===== config.mk =====
export PLATFORM = sky130hd
export DESIGN_NAME = dus_top
export DESIGN_NICKNAME = d
export VERILOG_FILES = /design/src/dus_pkg.sv /design/src/dus_buf2.sv /design/src/dus_top.sv /design/src/dus_trig.sv
export SDC_FILE = /design/constraint.sdc
export NUM_CORES = 1
export LEC_CHECK = 0
export ABC_AREA = 1
export CORE_ASPECT_RATIO = 1.4
export CORE_MARGIN = 2
export CORE_UTILIZATION = 55
export CTS_CLUSTER_DIAMETER = 50
export DETAILED_ROUTE_END_ITERATION = 6
export DONT_BUFFER_PORTS = 1
export PLACE_DENSITY = 0.79
export SLEW_MARGIN = 25
export SYNTH_ARGS = -nofsm -noshare
export SYNTH_HDL_FRONTEND = slang
export SYNTH_SLANG_ARGS = --single-unit
export TNS_END_PERCENT = 100

===== constraint.sdc =====
create_clock -name SYS_CLK_I -period 4.4 [get_ports SYS_CLK_I]
set_clock_uncertainty 0.05 [all_clocks]
set_input_delay 0.44 -clock SYS_CLK_I [delete_from_list [all_inputs] [get_ports SYS_CLK_I]]
set_output_delay 0.44 -clock SYS_CLK_I [all_outputs]
set_load 0.01 [all_outputs]

===== src/dus_pkg.sv =====
// shared constants, types and helpers of the converter update scheduler
`default_nettype none
package dus_pkg;
  // structure
  localparam int unsigned NUM_CH = 2;
  localparam int unsigned CODE_W = 12;
  localparam int unsigned BYTE_W = 8;
  localparam int unsigned ADDR_W = 8;
  localparam int unsigned BUS_W = 32;
  localparam int unsigned BUF_DEPTH = 2;

  // byte addresses on the register bus
  localparam logic [7:0] CH_STRIDE = 8'h10;
  localparam logic [7:0] OFS_LOW = 8'h00;
  localparam logic [7:0] OFS_HIGH = 8'h04;
  localparam logic [7:0] OFS_CTRL = 8'h08;
  localparam logic [7:0] OFS_LATCH = 8'h0c;
  localparam logic [7:0] OFS_BIAS = 8'h20;
  localparam logic [7:0] OFS_STATUS = 8'h24;

  // control register layout
  localparam int unsigned CTRL_EN_BIT = 7;
  localparam int unsigned CTRL_MD_HI = 4;
  localparam int unsigned CTRL_MD_LO = 3;
  localparam int unsigned CTRL_DF_HI = 2;
  localparam int unsigned CTRL_DF_LO = 0;
  localparam logic [7:0] CTRL_WMASK = 8'h9f;

  // status register layout: pending bits then buffer-full bits
  localparam int unsigned STAT_PEND_LO = 0;
  localparam int unsigned STAT_FULL_LO = 4;

  // reset values
  localparam logic [7:0] CTRL_RST = 8'h00;
  localparam logic [7:0] BYTE_RST = 8'h00;
  localparam logic BIAS_RST = 1'b0;
  localparam logic [11:0] CODE_RST = 12'h000;

  // update-mode codes
  typedef enum logic [1:0] {
    MD_DEMAND = 2'b00,
    MD_TMR3 = 2'b01,
    MD_TMR4 = 2'b10,
    MD_TMR2 = 2'b11
  } dus_mode_e;

  // bus handshake states, gray along idle -> ack
  typedef enum logic [0:0] {
    BUS_IDLE = 1'b0,
    BUS_ACK = 1'b1
  } dus_bus_e;

  // join the two data bytes into one code according to the format field
  function automatic logic [11:0] dus_format(input logic [7:0] hi, input logic [7:0] lo,
                                             input logic [2:0] df);
    logic [11:0] w;
    w = {hi[3:0], lo};
    unique casez (df)
      3'b000: w = {hi[3:0], lo};
      3'b001: w = {hi[4:0], lo[7:1]};
      3'b010: w = {hi[5:0], lo[7:2]};
      3'b011: w = {hi[6:0], lo[7:3]};
      3'b1??: w = {hi, lo[7:4]};
    endcase
    return w;
  endfunction
endpackage
`default_nettype wire


===== src/dus_buf2.sv =====
// two-entry valid/ready buffer between the latch and the converter
`default_nettype none
module dus_buf2 #(
  parameter int unsigned W = dus_pkg::CODE_W
) (
  input wire logic clk_i,
  input wire logic rst_i,
  input wire logic [W-1:0] in_data_i,
  input wire logic in_valid_i,
  output logic in_ready_o,
  output logic [W-1:0] out_data_o,
  output logic out_valid_o,
  input wire logic out_ready_i
);
  logic [W-1:0] tail;
  logic [1:0] cnt;
  logic [1:0] next_cnt;
  logic push;
  logic pop;

  assign push = in_valid_i & in_ready_o;
  assign pop = out_valid_o & out_ready_i;

  // occupancy follows pushes and pops
  always_comb begin
    next_cnt = cnt;
    if (push && !pop) begin
      next_cnt = cnt + 2'd1;
    end else if (pop && !push) begin
      next_cnt = cnt - 2'd1;
    end
  end

  // head feeds the converter directly, tail only holds a word during a stall
  always_ff @(posedge clk_i) begin
    if (rst_i) begin
      out_data_o <= {W{1'b0}};
      tail <= {W{1'b0}};
    end else begin
      if (cnt == 2'd0 && push) begin
        out_data_o <= in_data_i;
      end else if (cnt == 2'd1) begin
        if (push && pop) begin
          out_data_o <= in_data_i;
        end else if (push) begin
          tail <= in_data_i;
        end
      end else if (cnt == 2'd2 && pop) begin
        out_data_o <= tail;
      end
    end
  end

  // flags registered from the next occupancy so they stay honest
  always_ff @(posedge clk_i) begin
    if (rst_i) begin
      cnt <= 2'd0;
      out_valid_o <= 1'b0;
      in_ready_o <= 1'b1;
    end else begin
      cnt <= next_cnt;
      out_valid_o <= (next_cnt != 2'd0);
      in_ready_o <= (next_cnt != 2'(dus_pkg::BUF_DEPTH));
    end
  end
endmodule // dus_buf2
`default_nettype wire


===== src/dus_top.sv =====
// update scheduler for two 12-bit converters with an avalon-mm register slave
`default_nettype none
module dus_top (
  input wire logic SYS_CLK_I,
  input wire logic SYS_RST_I,
  input wire logic [7:0] AVS_ADDRESS_I,
  input wire logic AVS_READ_I,
  input wire logic AVS_WRITE_I,
  input wire logic [31:0] AVS_WRITEDATA_I,
  input wire logic [3:0] AVS_BYTEENABLE_I,
  output logic [31:0] AVS_READDATA_O,
  output logic AVS_WAITREQUEST_O,
  input wire logic TMR2_OVF_I,
  input wire logic TMR3_OVF_I,
  input wire logic TMR4_OVF_I,
  output logic [1:0][11:0] DAC_CODE_O,
  output logic [1:0] DAC_VALID_O,
  input wire logic [1:0] DAC_READY_I,
  output logic [1:0] DAC_OE_O
);
  // address match for a register of one channel
  function automatic logic ch_hit(input logic [7:0] addr, input int unsigned ch,
                                  input logic [7:0] ofs);
    logic [7:0] base;
    base = 8'(ch) * dus_pkg::CH_STRIDE;
    return addr == (base + ofs);
  endfunction

  dus_pkg::dus_bus_e bus_state;
  logic [7:0] dac_low_byte [2];
  logic [7:0] dac_high_byte [2];
  logic [7:0] dac_control_reg [2];
  logic [11:0] latch_code [2];
  logic reference_bias_on;
  logic [1:0] pend;
  logic [1:0] buf_ready;
  logic [1:0] buf_valid;
  logic [1:0] tmr_load;
  logic [1:0] dem_load;
  logic [1:0] load;
  logic [1:0] demand_stall;
  logic [11:0] load_word [2];
  logic [31:0] next_rdata;
  logic wr_fire;
  logic lane0;
  logic stall;

  // a write takes effect at the edge where the master sees waitrequest low
  assign wr_fire = (bus_state == dus_pkg::BUS_ACK) && AVS_WRITE_I;
  assign lane0 = AVS_BYTEENABLE_I[0];
  assign stall = |demand_stall;

  genvar g;
  generate
    for (g = 0; g < 2; g++) begin : g_ch
      logic [1:0] mode;
      logic [2:0] fmt;
      logic high_wr;

      assign mode = dac_control_reg[g][dus_pkg::CTRL_MD_HI:dus_pkg::CTRL_MD_LO];
      assign fmt = dac_control_reg[g][dus_pkg::CTRL_DF_HI:dus_pkg::CTRL_DF_LO];
      assign high_wr = AVS_WRITE_I && lane0 && ch_hit(AVS_ADDRESS_I, g, dus_pkg::OFS_HIGH);

      // an on-demand high write waits while the buffer is full or a timer load is owed
      assign demand_stall[g] = (bus_state == dus_pkg::BUS_IDLE) && high_wr &&
                               (mode == dus_pkg::MD_DEMAND) && (!buf_ready[g] || pend[g]);

      // immediate load on a high write in mode zero, using the new high byte
      assign dem_load[g] = wr_fire && high_wr && (mode == dus_pkg::MD_DEMAND);

      // a timer load waits for buffer space instead of dropping the event
      assign tmr_load[g] = pend[g] && buf_ready[g] && !dem_load[g];
      assign load[g] = dem_load[g] | tmr_load[g];

      // stored low byte with the written or the stored high byte, through the chosen alignment
      always_comb begin
        if (dem_load[g]) begin
          load_word[g] = dus_pkg::dus_format(AVS_WRITEDATA_I[7:0], dac_low_byte[g], fmt);
        end else begin
          load_word[g] = dus_pkg::dus_format(dac_high_byte[g], dac_low_byte[g], fmt);
        end
      end

      // selected overflow leaves a pending load until it is carried out
      dus_trig u_trig (
        .clk_i(SYS_CLK_I),
        .rst_i(SYS_RST_I),
        .mode_i(mode),
        .tmr2_ovf_i(TMR2_OVF_I),
        .tmr3_ovf_i(TMR3_OVF_I),
        .tmr4_ovf_i(TMR4_OVF_I),
        .load_done_i(tmr_load[g]),
        .pend_o(pend[g])
      );

      // the receiver may stall; two entries absorb that without losing a code
      dus_buf2 #(
        .W(dus_pkg::CODE_W)
      ) u_buf (
        .clk_i(SYS_CLK_I),
        .rst_i(SYS_RST_I),
        .in_data_i(load_word[g]),
        .in_valid_i(load[g]),
        .in_ready_o(buf_ready[g]),
        .out_data_o(DAC_CODE_O[g]),
        .out_valid_o(buf_valid[g]),
        .out_ready_i(DAC_READY_I[g])
      );

      // data bytes: stored on every write to their address with lane 0 on, never loaded here directly
      always_ff @(posedge SYS_CLK_I) begin
        if (SYS_RST_I) begin
          dac_low_byte[g] <= dus_pkg::BYTE_RST;
          dac_high_byte[g] <= dus_pkg::BYTE_RST;
        end else if (wr_fire && lane0) begin
          if (ch_hit(AVS_ADDRESS_I, g, dus_pkg::OFS_LOW)) begin
            dac_low_byte[g] <= AVS_WRITEDATA_I[7:0];
          end
          if (ch_hit(AVS_ADDRESS_I, g, dus_pkg::OFS_HIGH)) begin
            dac_high_byte[g] <= AVS_WRITEDATA_I[7:0];
          end
        end
      end

      // control register, unused bits six and five kept at zero
      always_ff @(posedge SYS_CLK_I) begin
        if (SYS_RST_I) begin
          dac_control_reg[g] <= dus_pkg::CTRL_RST;
        end else if (wr_fire && lane0 && ch_hit(AVS_ADDRESS_I, g, dus_pkg::OFS_CTRL)) begin
          dac_control_reg[g] <= AVS_WRITEDATA_I[7:0] & dus_pkg::CTRL_WMASK;
        end
      end

      // software-visible copy of the last code loaded into the buffer
      always_ff @(posedge SYS_CLK_I) begin
        if (SYS_RST_I) begin
          latch_code[g] <= dus_pkg::CODE_RST;
        end else if (load[g]) begin
          latch_code[g] <= load_word[g];
        end
      end

      // output drive only while enabled and biased; the converter is dead without bias
      always_ff @(posedge SYS_CLK_I) begin
        if (SYS_RST_I) begin
          DAC_OE_O[g] <= 1'b0;
        end else begin
          DAC_OE_O[g] <= dac_control_reg[g][dus_pkg::CTRL_EN_BIT] &&
                         reference_bias_on;
        end
      end
    end
  endgenerate

  assign DAC_VALID_O = buf_valid;

  // shared bias enable, off after reset
  always_ff @(posedge SYS_CLK_I) begin
    if (SYS_RST_I) begin
      reference_bias_on <= dus_pkg::BIAS_RST;
    end else if (wr_fire && lane0 && AVS_ADDRESS_I == dus_pkg::OFS_BIAS) begin
      reference_bias_on <= AVS_WRITEDATA_I[0];
    end
  end

  // read mux; unmapped addresses read as zero
  always_comb begin
    next_rdata = 32'h0000_0000;
    for (int c = 0; c < 2; c++) begin
      if (ch_hit(AVS_ADDRESS_I, c, dus_pkg::OFS_LOW)) begin
        next_rdata = {24'h00_0000, dac_low_byte[c]};
      end
      if (ch_hit(AVS_ADDRESS_I, c, dus_pkg::OFS_HIGH)) begin
        next_rdata = {24'h00_0000, dac_high_byte[c]};
      end
      if (ch_hit(AVS_ADDRESS_I, c, dus_pkg::OFS_CTRL)) begin
        next_rdata = {24'h00_0000, dac_control_reg[c]};
      end
      if (ch_hit(AVS_ADDRESS_I, c, dus_pkg::OFS_LATCH)) begin
        next_rdata = {20'h0_0000, latch_code[c]};
      end
    end
    if (AVS_ADDRESS_I == dus_pkg::OFS_BIAS) begin
      next_rdata = {31'h0000_0000, reference_bias_on};
    end
    if (AVS_ADDRESS_I == dus_pkg::OFS_STATUS) begin
      next_rdata[dus_pkg::STAT_PEND_LO +: 2] = pend;
      next_rdata[dus_pkg::STAT_FULL_LO +: 2] = ~buf_ready;
    end
  end

  // two-phase handshake: waitrequest drops for exactly the accepting cycle
  always_ff @(posedge SYS_CLK_I) begin
    if (SYS_RST_I) begin
      bus_state <= dus_pkg::BUS_IDLE;
      AVS_WAITREQUEST_O <= 1'b1;
      AVS_READDATA_O <= 32'h0000_0000;
    end else begin
      unique case (bus_state)
        dus_pkg::BUS_IDLE: begin
          if ((AVS_READ_I || AVS_WRITE_I) && !stall) begin
            bus_state <= dus_pkg::BUS_ACK;
            AVS_WAITREQUEST_O <= 1'b0;
            AVS_READDATA_O <= AVS_READ_I ? next_rdata : 32'h0000_0000;
          end
        end
        dus_pkg::BUS_ACK: begin
          bus_state <= dus_pkg::BUS_IDLE;
          AVS_WAITREQUEST_O <= 1'b1;
        end
      endcase
    end
  end
endmodule // dus_top
`default_nettype wire


===== src/dus_trig.sv =====
// per-channel timer overflow selection and pending load flag
`default_nettype none
module dus_trig (
  input wire logic clk_i,
  input wire logic rst_i,
  input wire logic [1:0] mode_i,
  input wire logic tmr2_ovf_i,
  input wire logic tmr3_ovf_i,
  input wire logic tmr4_ovf_i,
  input wire logic load_done_i,
  output logic pend_o
);
  logic hit;

  // only the selected timer counts, on-demand mode ignores all timers
  always_comb begin
    hit = 1'b0;
    unique case (dus_pkg::dus_mode_e'(mode_i))
      dus_pkg::MD_DEMAND: hit = 1'b0;
      dus_pkg::MD_TMR3: hit = tmr3_ovf_i;
      dus_pkg::MD_TMR4: hit = tmr4_ovf_i;
      dus_pkg::MD_TMR2: hit = tmr2_ovf_i;
    endcase
  end

  // a new overflow beats the clearing load so no event is lost
  always_ff @(posedge clk_i) begin
    if (rst_i) begin
      pend_o <= 1'b0;
    end else begin
      pend_o <= hit | (pend_o & ~load_done_i);
    end
  end
endmodule // dus_trig
`default_nettype wire


; Word-level counts from Yosys, hierarchy flattened
; Memory sizes are Yosys's and may differ from the RTL's.
; Index checks and enable logic that the tools add are counted.
[word_totals]
output_inout_bits = 61
reg_bits = 95
ram_bits = 68
in_bits = 53
word_cells = 220
mem_count = 4
[memory_table]
columns = memory, depth, width, rd, rd_ports_with_merged_regs, wr, line_no
row1 = latch_code, 2, 12, 2, 0, 2, dus_top.sv:33  ; logic [11:0] latch_code [2];
row2 = dac_high_byte, 2, 8, 2, 0, 2, dus_top.sv:31  ; logic [7:0] dac_high_byte [2];
row3 = dac_low_byte, 2, 8, 2, 0, 2, dus_top.sv:30  ; logic [7:0] dac_low_byte [2];
row4 = dac_control_reg, 2, 6, 2, 0, 2, dus_top.sv:32  ; logic [7:0] dac_control_reg [2];
[op_classes]
reduce_logical = 64
bitwise = 26
n_eq_ne = 30
addsub = 4
muxes = 74
[op_table]
columns = op, n
row1 = $pmux 12 s5, 4
row2 = $mux 32, 6
row3 = $mux 12, 13
row4 = $mux 8, 7
row5 = $logic_and 1x1->1, 35
row6 = $eq 8x5->1 const B, 4
row7 = $mux 1, 32
row8 = $eq 8x4->1 const B, 2
row9 = $eq 8x6->1 const B, 2
row10 = $eq 2x2->1 const B, 6
row11 = $eq 3x2->1 const B, 4
row12 = $mux 2, 6
row13 = $mux 6, 2
row14 = $or 1x1->1, 12
row15 = $logic_not 1->1, 9
row16 = $eq 2x1->1 const B, 4
row17 = $eq 8x3->1 const B, 1
row18 = $logic_not 2->1, 4
row19 = $logic_not 8->1, 1
row20 = $pmux 1 s4, 2
row21 = $reduce_and 4->1, 2
row22 = $not 1->1, 7
row23 = $and 1x1->1, 6
row24 = $eq 3x1->1 const B, 2
row25 = 13 further kinds, 25

; Logic depth before layout (Yosys ltp)
; Gate-level depths: netlist of run 1.
[logic_depth]
depth_word = 13
ltp_mapped = 14
depth_no_buf = 14

; By module
; A second synthesis of run 1 with hierarchy kept.
[hier_totals]
hier_cells = 1255
hier_area_um2 = 8805.9
[by_module_without_submodules]
columns = module, seq_area_each_um2, cells_each, n_inst, area_per_inst_um2
row1 = dus_top, 2382.3, 721, 1, 5595.4
row2 = dus_buf2, 560.5, 254, 2, 1532.7
row3 = dus_trig, 20.0, 13, 2, 72.6

; Least setup slack after synthesis of run 1
; OpenSTA, ideal clock, no wires.
[synth_path]
path_kind = input to register
startpoint = input port AVS_ADDRESS_I[2]
endpoint = memory dac_low_byte[0][0], enable pin
arrival_time_ns = 1.821
path_buffers = 1
required_time_ns = 3.966
setup_time_ns = 0.384
cell_stages = 6
setup_slack_ns = 2.145
path_cell_list = buf_2 -> nor2_1 -> nand2_1 -> nor2_1 -> inv_1 -> o21ai_0
[synth_rtl]
columns = element, line_no
row1 = from (decl), dus_top.sv:6  ; input wire logic [7:0] AVS_ADDRESS_I,
row2 = to (decl), dus_top.sv:30

==> results of run 1 <==
-- cell type report --
cell class | instances | area (um^2) | area share (%)
Clock buffer | 18 | 429 | 4.88
Clock inverter | 14 | 121 | 1.38
Inverter | 129 | 492 | 5.59
Multi-Input combinational cell | 838 | 3940 | 44.8
Sequential cell | 143 | 3540 | 40.3
Tap cell | 192 | 240 | 2.73
Timing Repair Buffer | 3 | 22.5 | 0.256
-- Yosys cell counts (8+ instances only) --
cell type | number | area, um^2
sky130_fd_sc_hd__nand2_2 | 8 | 50.1
sky130_fd_sc_hd__a21oi_1 | 63 | 315
sky130_fd_sc_hd__nand2_1 | 316 | 1190
sky130_fd_sc_hd__o21ai_1 | 24 | 120
sky130_fd_sc_hd__buf_2 | 10 | 50.1
sky130_fd_sc_hd__clkbuf_1 | 20 | 75.1
sky130_fd_sc_hd__o211ai_1 | 8 | 60.1
sky130_fd_sc_hd__buf_4 | 24 | 180
sky130_fd_sc_hd__o21ai_0 | 72 | 360
sky130_fd_sc_hd__nor3_1 | 11 | 55.1
sky130_fd_sc_hd__inv_1 | 114 | 428
sky130_fd_sc_hd__nor2_1 | 186 | 698
sky130_fd_sc_hd__dfxtp_1 | 75 | 1500
sky130_fd_sc_hd__nand3_1 | 29 | 145
sky130_fd_sc_hd__o22ai_1 | 23 | 144
sky130_fd_sc_hd__edfxtp_1 | 68 | 2040
sky130_fd_sc_hd__nand4_1 | 12 | 75.1
-- worst max-delay path: cells and delay by family, from the launching register on --
family	cells	cell delay [ns]
buf+inv	2	0.65
simple gates	9	1.23
compound gates	2	0.18
flops	1	0.79
-- power breakdown --
part / switching, mW / leakage, nW / internal (mW) / total [mW]
Combinational: 0.504 / 2.22 / 0.223 / 0.727
Sequential: 0.143 / 1.32 / 1.54 / 1.68
Clock: 0.649 / 0.268 / 0.742 / 1.39
Total: 1.30 / 3.81 / 2.51 / 3.80
-- metal layers --
metal,vias up,part of all wire [%]
met2,383,47
met4,0,4.2
met1,3498,40
met3,72,8.8
met5,-,0
li1,3685,-
-- stage by stage --
stage	instance area [um^2]	utilization (%)	setup slack (ns)
finish	8790	59.2	1.40
global route	8790	59.2	1.16
CTS	8790	59.2	1.50
detailed placement	8240	55.5	1.53
global placement	8240	55.5	1.54
floorplan	8360	-	2.14
-- kinds of logic after synthesis --
family,count (synthesis),share of synthesized area [%]
compound gates,221,15.3
xor+xnor,4,0.423
fa+ha+maj,6,0.906
buf+inv,190,10.5
flops,143,42.8
other cells,1,0.0453
simple gates,587,30.1
-- placed cells by master, fill, tap and decap left out, types with 2 or more instances in the layout --
master,n
sky130_fd_sc_hd__nand3_1,29
sky130_fd_sc_hd__nand2_1,316
sky130_fd_sc_hd__xor2_1,4
sky130_fd_sc_hd__nand3_2,3
sky130_fd_sc_hd__conb_1,20
sky130_fd_sc_hd__nand2_4,7
sky130_fd_sc_hd__clkinv_1,7
sky130_fd_sc_hd__inv_1,114
sky130_fd_sc_hd__inv_6,5
sky130_fd_sc_hd__o21ai_0,70
sky130_fd_sc_hd__o211ai_1,8
sky130_fd_sc_hd__buf_4,3
sky130_fd_sc_hd__nand2_2,8
sky130_fd_sc_hd__a21oi_2,4
sky130_fd_sc_hd__o31ai_1,4
sky130_fd_sc_hd__or2_2,2
sky130_fd_sc_hd__inv_8,3
sky130_fd_sc_hd__nor2_1,186
sky130_fd_sc_hd__nand3b_1,4
sky130_fd_sc_hd__inv_2,6
sky130_fd_sc_hd__o21ai_1,26
sky130_fd_sc_hd__o21a_1,3
sky130_fd_sc_hd__inv_4,2
sky130_fd_sc_hd__dfxtp_1,75
sky130_fd_sc_hd__clkinvlp_4,2
sky130_fd_sc_hd__nor3_1,11
sky130_fd_sc_hd__clkbuf_16,17
sky130_fd_sc_hd__a22o_1,4
sky130_fd_sc_hd__ha_1,6
sky130_fd_sc_hd__nor2_4,3
sky130_fd_sc_hd__clkinv_4,3
sky130_fd_sc_hd__a21oi_1,63
sky130_fd_sc_hd__edfxtp_1,68
sky130_fd_sc_hd__nand3_4,4
sky130_fd_sc_hd__a31oi_1,3
sky130_fd_sc_hd__o2111ai_1,7
sky130_fd_sc_hd__a211oi_1,3
sky130_fd_sc_hd__o22ai_1,23
sky130_fd_sc_hd__nand4_1,12
-- path summary, 6_finish.rpt --
kind / slack (ns) / to / cells past startpoint
max: 1.40 / g_ch[0].u_buf.out_data_o[8] / 13
max reg2reg: 1.40 / g_ch[0].u_buf.out_data_o[8] / 13
min: 0.02 / g_ch[0].u_buf.out_data_o[6] / 1
min reg2reg: 0.40 / g_ch[1].u_buf.tail[2] / 2
==> results.txt, run 1 <==
----------------------------------------------------
[Yosys]
  Per-instance average area after synthesis ... 7.19 um^2
  Proportion of synthesized flip-flops having asynchronous set or reset ... 0%
  Gate count of the mapped netlist ... ~1200
  Total number of yosys warnings ... 0
  Flop and latch count out of synthesis ... around 140
  Top_reg_cell synth ... sky130_fd_sc_hd__dfxtp_1
  EDFF count, synth ... between 60 and 70
  Count of unique library cells instantiated by Yosys ... 45
  Sequential cell area fraction in the yosys report ... between 40% and 50%
  Cell area after technology mapping ... 8290 um^2

[Clocking]
  Number of gates resized after CTS ... 0
  CTS tree ... done
  Number of levels in the clock H-tree ... 4
  Clock network latency to the later pin of the worst-skew pair ... ~0.43 ns
  Number of buffers inserted to repair setup after CTS ... 0
  Maximum clock insertion buffer count ... 2
  Root Buffer Master ... sky130_fd_sc_hd__clkbuf_16
  Number of buffers inserted for hold repair after clock tree synthesis ... 0
  Number of sinks handled by clock tree synthesis ... 143
  Number of clock buffers inserted by TritonCTS ... 17
  Clk slew on worst S/H paths ... about 0.07 ns

[Finish]
  Share of final-layout standard cells stronger than drive strength 1 ... between 6 and 7%
  Number of filler instances in the final layout ... 1415
  Area overhead of the layout relative to synthesis ... 6.09%
  Post-layout net count ... ~1200
  Final antenna diode count ... 0
  Registers with the most flip-flops ... g_ch.u_buf.out_data_o x24, g_ch.u_buf.tail x24, latch_code x24
  Fin cells ... ~1300

[Floorplan]
  Number of standard-cell rows in the floorplan ... between 50 and 60
  I/O pins ... roughly 110
  Initial Utilization ... about 56%
  Chip Width ... 108 um
  Area of the die ... about 16000 um^2
  Die boundary height ... ~150 um
  Placeable core area ... 14900 um^2

[Worst setup path]
  Worst path cell trace ... inv_1 -> nand3_1 -> clkinv_1 -> nand2_1 -> o21ai_0 -> nor2_1 -> nor2_1 -> nor2_1 -> nand2_1 -> o21ai_0 -> nand2_1 -> nand2_1 -> nor2_1
  Element type at the critical path end ... flip-flop
  Kind of critical path ... reg2reg
  Arrival time at the worst endpoint ... about 3.3 ns
  Worst Path Max Fanout ... 19
  Startpoint types ... flip-flop
  Required time of the critical path ... 4.69 ns
  Source of the critical timing path ... dac_control_reg[0][2]
  Startpoint of the worst register-to-register path ... dac_control_reg[0][2]
  Cell at the slowest stage of the critical path ... sky130_fd_sc_hd__edfxtp_1
  Delay of the slowest cell on the worst path ... 0.79 ns

[Timing]
  Total count of max-transition violations in the final report ... 0
  Final number of setup-violating endpoints ... 0
  Relative slew margins ... between 40% and 50%
  Final period util ... between 60% and 70%
  Setup TNS after final layout ... 0 ns
  Worst hold slack after final layout ... approximately 0.016 ns
  Peak Freq ... 333 MHz
  Min Clock Period, post-route ... roughly 3.0 ns
  Number of hold violations in the final report ... 0
  Slew at the pin closest to its max-slew limit ... 0.865 ns
  Setup repair after global routing missed its margin ... no

[Routing]
  Initial drt markers ... between 600 and 700
  Wire length per cell after detailed routing ... 17.4 um
  Total wire length after detailed routing ... 23.3 mm
  Vias after detailed routing ... about 7600
  Detailed-route vias per instance ... 5.71
  Count of antenna-violating nets left after detailed routing ... 0
  First-pass DRT Iterations ... 6
  Final routed DRC violation total ... 0

[Global routing]
  Global-route track usage on met2 ... 47.1%
  Maximum number of pins on one net before global-route repair ... 35
  Met3 layer usage reported by global route ... 5.68%
  GR Overflow Total ... 0
  First-pass GRT wire length ... roughly 36 mm
  GRT Total Usage ... between 20 and 30%
  Routing usage on met1 ... about two fifths
  Layer carrying the most global-route usage ... met2
  Number of global-route vias before repair ... 6900
  Antenna violations before repair ... 0

[Pwr]
  P_leak ... approximately 3.8 nW
  Total Power Consumption ... about 3.8 mW
  Pwr Density ... between 400 and 500 nW/um^2
  Worst VDD drop ... between 200 and 250 uV

[Placed design]
  Post-detailed-placement half-perimeter wirelength ... around 17 mm
  Cell total after placement ... ~1300
  # port buffers ... 0
  Placer Congestion ... roughly 0.97

[Min path]
  Worst Hold Launch ... SYS_RST_I
  Hold crit path type ... in2reg

[Run]
  Number of violations of the max-capacitance limit ... 0

[Run status]
  Run status ... finished clean

----------------------------------------------------
No activity file was read; power rests on OpenSTA's default activity.
==> inputs of run 2 (changes only) <==
--- a/config.mk
+++ b/config.mk
@@ -12,7 +12,7 @@
 export CTS_CLUSTER_DIAMETER = 50
 export DETAILED_ROUTE_END_ITERATION = 6
 export DONT_BUFFER_PORTS = 1
-export PLACE_DENSITY = 0.79
+export PLACE_DENSITY = 0.82
 export SLEW_MARGIN = 25
 export SYNTH_ARGS = -nofsm -noshare
 export SYNTH_HDL_FRONTEND = slang
==> constraint.sdc (replaced) <==
create_clock -name SYS_CLK_I -period 2.4 [get_ports SYS_CLK_I]
set_clock_uncertainty 0.05 [all_clocks]
set_input_delay 0.24 -clock SYS_CLK_I [delete_from_list [all_inputs] [get_ports SYS_CLK_I]]
set_output_delay 0.24 -clock SYS_CLK_I [all_outputs]
set_load 0.01 [all_outputs]
==> run 2 against run 1 <==
  * Routed wire length is 4.7% higher
  * Largest power group unchanged
  * Highest routed layer unchanged
  * Via count is 3.4% higher
  * Maximum frequency is 32% higher
  * Sequential share of layout area is 1.2 points lower
  * Hold slack worse by 0.011 ns
  * Sequential power is 84% higher
==> results.txt, run 2 (same netlist as run 1, synthesis figures left out) <==
----------------------------------------------------
[Run status]
  Run status ... finished clean

[Routing]
  Final routed DRC violation total ... 0 (unchanged)
  First-pass DRT Iterations ... 5 (-1)
  Count of antenna-violating nets left after detailed routing ... 0 (unchanged)
  Initial drt markers ... 731 (+13%)
  Vias after detailed routing ... 7899 (+3.4%)
  Wire length per cell after detailed routing ... 17.9 um (+2.6%)
  Total wire length after detailed routing ... 24.4 mm (+4.7%)
  Detailed-route vias per instance ... 5.79 (+1.4%)

[Global routing]
  Antenna violations before repair ... 0 (unchanged)
  GRT Total Usage ... 30.9% (+1.4 points)
  First-pass GRT wire length ... 37.9 mm (+4.0%)
  Number of global-route vias before repair ... 7140 (+3.5%)
  GR Overflow Total ... 0 (unchanged)
  Maximum number of pins on one net before global-route repair ... 33 (-5.7%)

[Pwr]
  P_leak ... 3.97 nW (+4.2%)
  Internal power summed over all cells ... 4.79 mW (+91%)
  Relative contribution of sequential cells to total power ... 42.9% (-1.4 points)
  Net switching power of the design ... 2.40 mW (+85%)
  Pwr Density ... 794 nW/um^2 (+84%)
  Switching portion of total power ... 33.4% (-0.67 points)
  Worst VDD drop ... 407 uV (+63%)
  Share of power burned in combinational logic ... 19.4% (+0.3 points)
  Part of the power in the clock network ... 37.6% (+1.0 points)

[Timing]
  Peak Freq ... 440 MHz (+32%)
  Setup TNS after final layout ... 0 ns (unchanged)
  Number of hold violations in the final report ... 0 (unchanged)
  Total count of max-transition violations in the final report ... 0 (unchanged)
  Setup repair after global routing missed its margin ... no
  Relative slew margins ... 57.0% (+15 points)
  Min Clock Period, post-route ... 2.27 ns (-0.730 ns)
  Final number of setup-violating endpoints ... 0 (unchanged)
  Final period util ... 94.7% (+26 points)
  Slew at the pin closest to its max-slew limit ... 0.638 ns (-0.227 ns)
  Final worst setup slack ... 0.128 ns (-1.27 ns)

[Worst setup path]
  Arrival time at the worst endpoint ... 2.59 ns (-0.70 ns)
  Element type at the critical path end ... flip-flop
  Worst Path Max Fanout ... 12 (-7)
  Delay of the slowest cell on the worst path ... 0.36 ns (-0.43 ns)
  Source of the critical timing path ... dac_control_reg[1][4]
  Cell at the slowest stage of the critical path ... sky130_fd_sc_hd__edfxtp_1
  Most used cell along the critical path ... sky130_fd_sc_hd__inv_1
  Startpoint of the worst register-to-register path ... dac_control_reg[1][4]
  Worst path cell trace ... inv_1 -> nand2_1 -> inv_1 -> nand3_4 -> a21oi_4 -> nand4_1 -> clkinv_1 -> o21ai_0 -> a21oi_1
  Required time of the critical path ... 2.71 ns (-1.98 ns)
  Buffers plus inverters on the worst setup path ... 3 (+1)
  Crit path max-delay family ... buffers and inverters
  Kind of critical path ... reg2reg
  Startpoint types ... flip-flop

[Floorplan]
  Placeable core area ... 14900 um^2 (unchanged)
  I/O pins ... 114 (unchanged)
  Die boundary height ... 149 um (unchanged)
  Initial Utilization ... 55.8% (unchanged)
  Area of the die ... 16100 um^2 (unchanged)
  Chip Width ... 108 um (unchanged)
  Number of standard-cell rows in the floorplan ... 53 (unchanged)

[Finish]
  Most common cell after layout, fill and taps aside ... sky130_fd_sc_hd__nand2_1
  Fin cells ... 1364 (+2.0%)
  Share of final-layout standard cells stronger than drive strength 1 ... 8.87% (+2.1 points)
  Final antenna diode count ... 0 (unchanged)
  Registers with the most flip-flops ... g_ch.u_buf.out_data_o x24, g_ch.u_buf.tail x24, latch_code x24
  Number of filler instances in the final layout ... 1366 (-3.5%)
  Post-layout net count ... 1218 (+2.3%)
  Area overhead of the layout relative to synthesis ... 9.32%
  Most frequent cells in the layout ... sky130_fd_sc_hd__nand2_1, sky130_fd_sc_hd__nor2_1, sky130_fd_sc_hd__inv_1, sky130_fd_sc_hd__dfxtp_1, sky130_fd_sc_hd__o21ai_0

[Clocking]
  CTS tree ... done
  Clk slew on worst S/H paths ... 0.07 ns (about the same)
  Number of levels in the clock H-tree ... 4 (unchanged)
  Number of clock buffers inserted by TritonCTS ... 17 (unchanged)
  Number of buffers inserted to repair setup after CTS ... 0 (unchanged)
  Clock network latency to the later pin of the worst-skew pair ... 0.43 ns (about the same)
  Maximum clock insertion buffer count ... 2 (unchanged)
  Root Buffer Master ... sky130_fd_sc_hd__clkbuf_16
  Number of sinks handled by clock tree synthesis ... 143 (unchanged)

[Run]
  Number of violations of the max-capacitance limit ... 0 (unchanged)

[Placed design]
  Pre-CTS setup slack ... 0.239 ns (-1.29 ns)
  Cell total after placement ... 1329 (+1.8%)
  # port buffers ... 0 (unchanged)
  Placer Congestion ... 0.958 (-1.1%)
  Post-detailed-placement half-perimeter wirelength ... 17.9 mm (+3.9%)

[Min path]
  Worst Hold Launch ... TMR2_OVF_I
  Hold crit path type ... in2reg

----------------------------------------------------
## run 2: cell count changes in the layout (fill, tap and decap cells not counted), moves of 2 or more
cell / delta
sky130_fd_sc_hd__o21ai_0: +2
sky130_fd_sc_hd__buf_4: +24
sky130_fd_sc_hd__o21ai_1: -2
sky130_fd_sc_hd__dlygate4sd3_1: +2
## run 2: area by class of cell
type	instances	area (um^2)	area share [%]
Clock buffer	18	450	4.97
Clock inverter	14	144	1.59
Multi-Input combinational cell	838	3940	43.5
Sequential cell	143	3540	39.1
Tap cell	192	240	2.65
Timing Repair Buffer	30	243	2.68
Inverter	129	495	5.47
## run 2: worst paths after layout
| check | endpoint | slack, ns | cells past startpoint |
|---|---|---|---|
| hold / removal | g_ch[0].u_trig.pend_o | 0.005 | 2 |
| hold reg to reg | g_ch[1].u_buf.tail[1] | 0.40 | 2 |
| setup / recovery | g_ch[1].u_buf.tail[5] | 0.13 | 9 |
| setup reg to reg | g_ch[1].u_buf.tail[5] | 0.13 | 9 |
## run 2: timing repair
action	4_1_cts	5_1_grt
resized for setup	0	1
hold buffers	3	0
setup endpoints to repair	0	3
hold endpoints to repair	33	0
## run 2: per-stage QoR
| stage | hold WS (ns) | cell area (um^2) | util [%] | total power, mW |
|---|---|---|---|---|
| after detailed placement | 0.257 | 8420 | 56.7 | 4.49 |
| final | 0.00516 | 9060 | 61.0 | 7.19 |
| after global placement | 0.257 | 8420 | 56.7 | 4.46 |
| after CTS | 0.00471 | 9050 | 61.0 | 7.17 |
| after floorplan | 0.375 | 8360 | - | 4.28 |
| after global routing | 0.0355 | 9060 | 61.0 | 7.52 |
## run 2: power groups by stage
stage	Combinational, mW	Clock, mW	Sequential, mW
after floorplan	1.21	0	3.07
after global placement	1.32	0	3.14
after detailed placement	1.35	0	3.14
after CTS	1.39	2.70	3.09
after global routing	1.58	2.82	3.12
final	1.40	2.71	3.09
## run 2: layer usage
| metal | share of wire (%) | GRT usage (%) | vias up |
|---|---|---|---|
| li1 | - | - | 3726 |
| met1 | 38 | 39.0 | 3598 |
| met2 | 48 | 51.2 | 481 |
| met3 | 9.8 | 6.16 | 94 |
| met4 | 4.4 | 13.7 | 0 |
| met5 | 0 | 0 | - |
